==> src/inc/cor_pkg.sv <==
package cor_pkg;
    // Register byte address on the bus
    localparam logic [15:0] COR_READBACK_ADDR = 16'hF3D8;
    // Option word locations per flash capacity
    localparam logic [15:0] COR_OPT_ADDR_32K = 16'h7DE0;
    localparam logic [15:0] COR_OPT_ADDR_48K = 16'hBDE0;
    localparam logic [15:0] COR_OPT_ADDR_64K = 16'hFDE0;
    // Field positions
    localparam int COR_LOW_CLK_BIT = 7;
    localparam int COR_ACTION_BIT = 2;
    localparam int COR_THR_HI_BIT = 1;
    localparam int COR_THR_LO_BIT = 0;
    // Threshold codes
    localparam logic [1:0] COR_THR_1V90 = 2'h0;
    localparam logic [1:0] COR_THR_2V55 = 2'h1;
    localparam logic [1:0] COR_THR_3V70 = 2'h2;
    localparam logic [1:0] COR_THR_4V20 = 2'h3;
    // Value held before the first fetch completes
    localparam logic [7:0] COR_BLANK_VALUE = 8'h00;
    localparam logic [1:0] COR_HTRANS_NONSEQ = 2'h2;

    typedef enum logic [1:0] {
        COR_ST_IDLE = 2'b00,
        COR_ST_REQ = 2'b01,
        COR_ST_DONE = 2'b11
    } cor_state_type;

    typedef struct packed {
        logic low_clock_source_sel;
        logic low_volt_action_sel;
        logic low_volt_threshold_sel_hi;
        logic low_volt_threshold_sel_lo;
    } cor_opt_type;
endpackage

==> src/core/cor_code_option_readback.sv <==
// Added by the designer: register access over AHB-Lite.
`timescale 1ns/1ps
// Function
// - Read-only byte register at 0F3D8H
// - No reset constant; mirrors programmed flash option (reset loads 00H until the first fetch completes)
// - Bit 7 picks RC or 32.768kHz crystal
// - Bit 2 picks detector interrupt or reset
// - Bits 1:0 pick detector threshold voltage
// - Fetch option word at capacity-dependent address
// - Option fields drive clock and detector controls
module cor_code_option_readback #(
    parameter logic [1:0] CAPACITY_SEL = 2'h2 // 0:32K 1:48K 2:64K
) (
    input wire logic clk_i, // 40 MHz clock
    input wire logic rst_i, // Sync reset, active high
    input wire logic ce_i, // Clock enable
    input wire logic [31:0] haddr_i, // AHB address
    input wire logic [1:0] htrans_i, // AHB transfer type
    input wire logic hwrite_i, // AHB write
    input wire logic [2:0] hsize_i, // AHB size
    input wire logic [31:0] hwdata_i, // AHB write data, ignored
    input wire logic hsel_i, // AHB select
    input wire logic hready_i, // AHB bus ready
    output logic [31:0] hrdata_o, // AHB read data
    output logic hreadyout_o, // AHB slave ready
    output logic hresp_o, // AHB response, always OKAY
    output logic [15:0] flash_addr_o, // Flash read address
    output logic flash_rd_o, // Flash read strobe
    input wire logic [15:0] flash_data_i, // Flash word, valid cycle after strobe
    output logic low_clock_source_sel_o, // 1 crystal, 0 RC
    output logic low_volt_action_sel_o, // 1 reset, 0 interrupt
    output logic [1:0] low_volt_threshold_o, // Detector threshold code
    output logic option_valid_o // Option latched
);

    // Fetch group

    cor_pkg::cor_state_type state_reg;

    cor_pkg::cor_state_type state_next;

    logic [7:0] option_reg;

    logic [7:0] option_next;

    // Bus group

    logic read_take;

    logic read_hit;

    logic [31:0] rdata_reg;

    logic [31:0] rdata_next;

    // Decoded fields

    cor_pkg::cor_opt_type opt;

    // Option word location for the fitted flash size
    function automatic logic [15:0] opt_addr(
        input logic [1:0] cap
    );
        logic [15:0] addr;
        case (cap)
            2'h0: begin
                addr = cor_pkg::COR_OPT_ADDR_32K;
            end
            2'h1: begin
                addr = cor_pkg::COR_OPT_ADDR_48K;
            end
            default: begin
                addr = cor_pkg::COR_OPT_ADDR_64K;
            end
        endcase
        return addr;
    endfunction

    // Address phase accepted by this slave
    function automatic logic phase_taken(
        input logic sel,
        input logic ready,
        input logic [1:0] trans
    );
        return sel && ready && trans[1];
    endfunction

    // Split the raw option byte into its fields
    function automatic cor_pkg::cor_opt_type split_option(
        input logic [7:0] raw
    );
        cor_pkg::cor_opt_type f;
        f.low_clock_source_sel = raw[cor_pkg::COR_LOW_CLK_BIT];
        f.low_volt_action_sel = raw[cor_pkg::COR_ACTION_BIT];
        f.low_volt_threshold_sel_hi = raw[cor_pkg::COR_THR_HI_BIT];
        f.low_volt_threshold_sel_lo = raw[cor_pkg::COR_THR_LO_BIT];
        return f;
    endfunction

    // Fetch sequence: request in first cycle after release, capture next
    always_comb begin
        state_next = state_reg;
        option_next = option_reg;
        case (state_reg)
            cor_pkg::COR_ST_IDLE: begin
                state_next = cor_pkg::COR_ST_REQ;
            end

            cor_pkg::COR_ST_REQ: begin
                // High byte of the flash word is unused
                option_next = flash_data_i[7:0];
                state_next = cor_pkg::COR_ST_DONE;
            end

            cor_pkg::COR_ST_DONE: begin
                // No way back: only a reset fetches again
                state_next = cor_pkg::COR_ST_DONE;
            end

            default: begin
                state_next = cor_pkg::COR_ST_IDLE;
            end
        endcase
    end

    always_ff @(posedge clk_i) begin
        if (rst_i) begin
            state_reg <= cor_pkg::COR_ST_IDLE;
            option_reg <= cor_pkg::COR_BLANK_VALUE;
        end else if (ce_i) begin
            state_reg <= state_next;
            option_reg <= option_next;
        end
    end

    // Flash strobe in IDLE; data arrives while in REQ
    assign flash_rd_o = (state_reg == cor_pkg::COR_ST_IDLE);

    assign flash_addr_o = opt_addr(CAPACITY_SEL);

    assign option_valid_o = (state_reg == cor_pkg::COR_ST_DONE);

    // Bus slave: zero wait states, writes complete with OKAY and change nothing
    always_comb begin
        read_take = phase_taken(hsel_i, hready_i, htrans_i) && !hwrite_i;
        read_hit = (haddr_i[15:0] == cor_pkg::COR_READBACK_ADDR);
    end

    // Read word prepared at the address edge, shown through the data phase
    always_comb begin
        rdata_next = rdata_reg;
        if (read_take) begin
            if (read_hit) begin
                rdata_next = {24'h00_0000, option_reg};
            end else begin
                // Unmapped offsets read as zero
                rdata_next = 32'h0000_0000;
            end
        end
    end

    always_ff @(posedge clk_i) begin
        if (rst_i) begin
            rdata_reg <= 32'h0000_0000;
        end else if (ce_i) begin
            rdata_reg <= rdata_next;
        end
    end

    assign hrdata_o = rdata_reg;

    assign hreadyout_o = 1'b1;

    assign hresp_o = 1'b0;

    // Field decode feeding clock and detector controls
    always_comb begin
        opt = split_option(option_reg);
    end

    // Straight from the option flops, so the controls never glitch
    assign low_clock_source_sel_o = opt.low_clock_source_sel;

    assign low_volt_action_sel_o = opt.low_volt_action_sel;

    assign low_volt_threshold_o = {opt.low_volt_threshold_sel_hi,
                                   opt.low_volt_threshold_sel_lo};

endmodule // cor_code_option_readback

==> config.mk <==
export PLATFORM = sky130hd
export DESIGN_NAME = cor_code_option_readback
export DESIGN_NICKNAME = d
export VERILOG_FILES = /design/src/inc/cor_pkg.sv /design/src/core/cor_code_option_readback.sv
export SDC_FILE = /design/constraint.sdc
export NUM_CORES = 1
export LEC_CHECK = 0
export BUFFER_PORTS_ARGS = -buffer_cell sky130_fd_sc_hd__buf_4
export CAP_MARGIN = 20
export CORE_UTILIZATION = 28
export CTS_CLUSTER_DIAMETER = 80
export CTS_CLUSTER_SIZE = 40
export DETAILED_ROUTE_END_ITERATION = 12
export GPL_TIMING_DRIVEN = 1
export PLACE_DENSITY = 0.81
export SYNTH_ARGS = -nofsm -noshare
export SYNTH_HDL_FRONTEND = slang
export SYNTH_SLANG_ARGS = --single-unit
export TNS_END_PERCENT = 5
==> constraint.sdc <==
create_clock -name clk_i -period 0.95 [get_ports clk_i]
set_input_delay 0.285 -clock clk_i [delete_from_list [all_inputs] [get_ports clk_i]]
set_output_delay 0.285 -clock clk_i [all_outputs]
set_load 0.02 [all_outputs]
==> flow_summary_export.csv <==
group,metric,value,unit
setup_path,cpLargestDelayFamily,"flip-flops",
pwr,pwr_density_cell,1163,mW/mm^2
pwr,leakage,0.7415,nW
pwr,power,1.694,mW
outcome,violations,"negative setup slack",
routing,antenna_left,0,
pwr,vdd_ir_drop_max,0.0006926,V
run,maxCapViolations,0,
finish,post-route-util,0.3948,
finish,finish.net_count,257,
timing,slew_viol_final,0,
placed_design,portBuffers,44,
placed_design,gp_routability_congestion,0.7189,
timing,holdWs,0.2722,ns
synthesis,synthTopCellsByArea,"dfxtp_1, buf_4, mux2i_1",
timing,finalCritPeriodShare,1.175,
floorplanning,start_util,0.2961,
floorplanning,die_area,0.004155,sq mm
setup_path,critPathRequiredTime,0.66,ns
timing,setup_viol,22,
routing,vias_per_cell,4.108,
pwr,clockPowerShare,0.290,
global_routing,gr-usage-all-layers,0.09926,
clock_network,h-tree-depth,1,
pwr,combinationalPowerShare,0.241,
synthesis,yosysMostFrequentCell,"buf_4",
outcome,status,"finished, violations left",
timing,skew,0.001378,ns
routing,first_pass_iters,4,
setup_path,crit_path_start_kind,"register",
clock_network,clock_sinks,18,
clock_network,cts_tree,"yes",
placed_design,hpwl,1.706,mm
global_routing,overflow,0,
synthesis,synth_commonest_cells,"buf_4, dfxtp_1, nor2_1, mux2i_1",
synthesis,async_flop_share,0,
routing,finalWirelength,2.053,mm
synthesis,synth_edf_count,0,
routing,drt_first_iter_violations,10,
synthesis,syn_area,0.001092,sq mm
timing,max_freq,896.1,MHz
finish,num_antenna_cells,0,
setup_path,crit_slowest_cell,"dfxtp_2",
synthesis,synth_top_area_cell,"dfxtp_1",
clock_network,holdBufCountCts,0,
synthesis,synth_area_per_cell,9.416,sq um
setup_path,endpoint_kind,"output port",
synthesis,ys_seq_area_frac,0.3299,
setup_path,cp_num_buf_inv,1,
setup_path,crit_fanout,3,
synthesis,yosys_warnings,0,
clock_network,cts_buffers,3,
timing,tns,-1.355,ns
pwr,p_sw_frac,0.2798,
setup_path,crit_type,"register to output port",
setup_path,worstPathArrival,0.83,ns
routing,wire_per_inst,9.684,microns
setup_path,cpPeakStageDelay,0.32,ns
clock_network,clk_pin_slew,0.06,ns
timing,setup_slack,-0.1659,ns
min_path,worstHoldPathType,"input port to register",
setup_path,path_cells,"and2_4, buf_6",
global_routing,grt_max_degree,12,
synthesis,synthCells,116,
timing,post-route-min-period,1.116,ns
floorplanning,rows,22,
pwr,share_seq_of_total_power,0.469,
timing,rsz0062_at_grt,"true",
global_routing,grt_first_pass_wirelength,3.298,mm
clock_network,root_buffer,"clkbuf_8",
floorplanning,fp.dieH,64.46,microns
finish,syn2layout_area_growth,33.33,%
synthesis,synth_top_area_frac,0.3299,
global_routing,grt_pass1_vias,761,
floorplanning,die_w,64.46,microns
clock_network,clock_path_buffers,2,
pwr,p_sw,473.9,uW
finish,drive_gt1_frac,0.4512,
routing,route.detailed.drc,0,
clock_network,insertion_delay,0.24,ns
synthesis,synth.ff_latch_count,18,
floorplanning,io_pins,147,
timing,hold_viol_final,0,
global_routing,antenna_found_initial,0,
synthesis,yosys.cell_types.count,20,
floorplanning,core,0.003689,sq mm
synthesis,synthFlopType,"dfxtp_1",
pwr,intPower,1.220,mW
routing,vias,871,
worst reg2reg max path, stage by stage, from the launching register on:
cell,delay (ns)
dfxtp_2,0.32
buf_4,0.13
nand3b_1,0.10
buf_4,0.15
mux2i_1,0.19
nor2_1,0.05
per-layer routing:
layer	vias to the layer above	track usage	routed length, microns
li1	411	-	-
met1	406	0.1065	804
met2	48	0.1829	1063
met3	6	0.02465	131
met4	0	0.04167	54
met5	-	0	0
placed cells by master (no fill, tap or decap), types with 3 or more instances in the layout:
| cell | n |
|---|---|
| nand4_1 | 8 |
| buf_6 | 14 |
| nor2_1 | 12 |
| clkbuf_8 | 3 |
| o2bb2ai_1 | 8 |
| conb_1 | 42 |
| dfxtp_2 | 14 |
| mux2i_1 | 9 |
| buf_4 | 39 |
| dfxtp_1 | 4 |
area by class of cell:
type | instances | area, sq um
Clock buffer | 3 | 41.29
Fill cell | 386 | 2232
Inverter | 1 | 3.754
Multi-Input combinational cell | 89 | 523.0
Sequential cell | 18 | 377.9
Tap cell | 48 | 60.06
Timing Repair Buffer | 53 | 450.4
metrics by stage:
step / instances / instance area, sq um / setup WS (ns)
after floorplan: 156 / 1242 / -0.03462
after global routing: 212 / 1456 / -0.1874
after CTS: 212 / 1453 / -0.1701
after detailed placement: 208 / 1335 / -0.2553
final: 212 / 1456 / -0.1659
after global placement: 208 / 1335 / -0.2379
kinds of logic (layout without fill, tap and decap cells):
logic type             count (synthesis)  count (layout)  synth area share
flip-flops                            18              18            0.3299
AO/OA/AOI/OAI                         10              10           0.08362
AND/OR/NAND/NOR                       28              28            0.1661
other                                  2              42          0.006875
multiplexers                           9               9           0.08248
buffers and inverters                 49              57            0.3310
worst paths after layout:
check / depth (start not counted) / start / to / slack [ns]
setup reg to reg: 5 / state_reg[0]$_SDFFE_PP0P_ / option_reg[7]$_SDFFE_PP0P_ / -0.10
hold reg to reg: 1 / hrdata_o[2]$_SDFFE_PP0P_ / hrdata_o[2]$_SDFFE_PP0P_ / 0.47
setup / recovery: 2 / state_reg[0]$_SDFFE_PP0P_ / option_valid_o / -0.17
hold / removal: 3 / flash_data_i[1] / option_reg[1]$_SDFFE_PP0P_ / 0.27
timing repair:
action / in CTS / in global routing
setup endpoints to repair: 25 / 30
pin swaps: 0 / 1
cloned: 0 / 0
gates resized for setup: 28 / 1
buffers inserted: 1 / 0
power groups by stage:
stage               sequential (mW)  clock (mW)  combinational, mW
detailed placement            0.808           0              0.393
floorplan                     0.809           0              0.377
global route                  0.795       0.535              0.439
finish                        0.794       0.492              0.408
global placement              0.807           0              0.387
CTS                           0.794       0.504              0.406
Note: power is estimated with default switching activity, not from simulation.
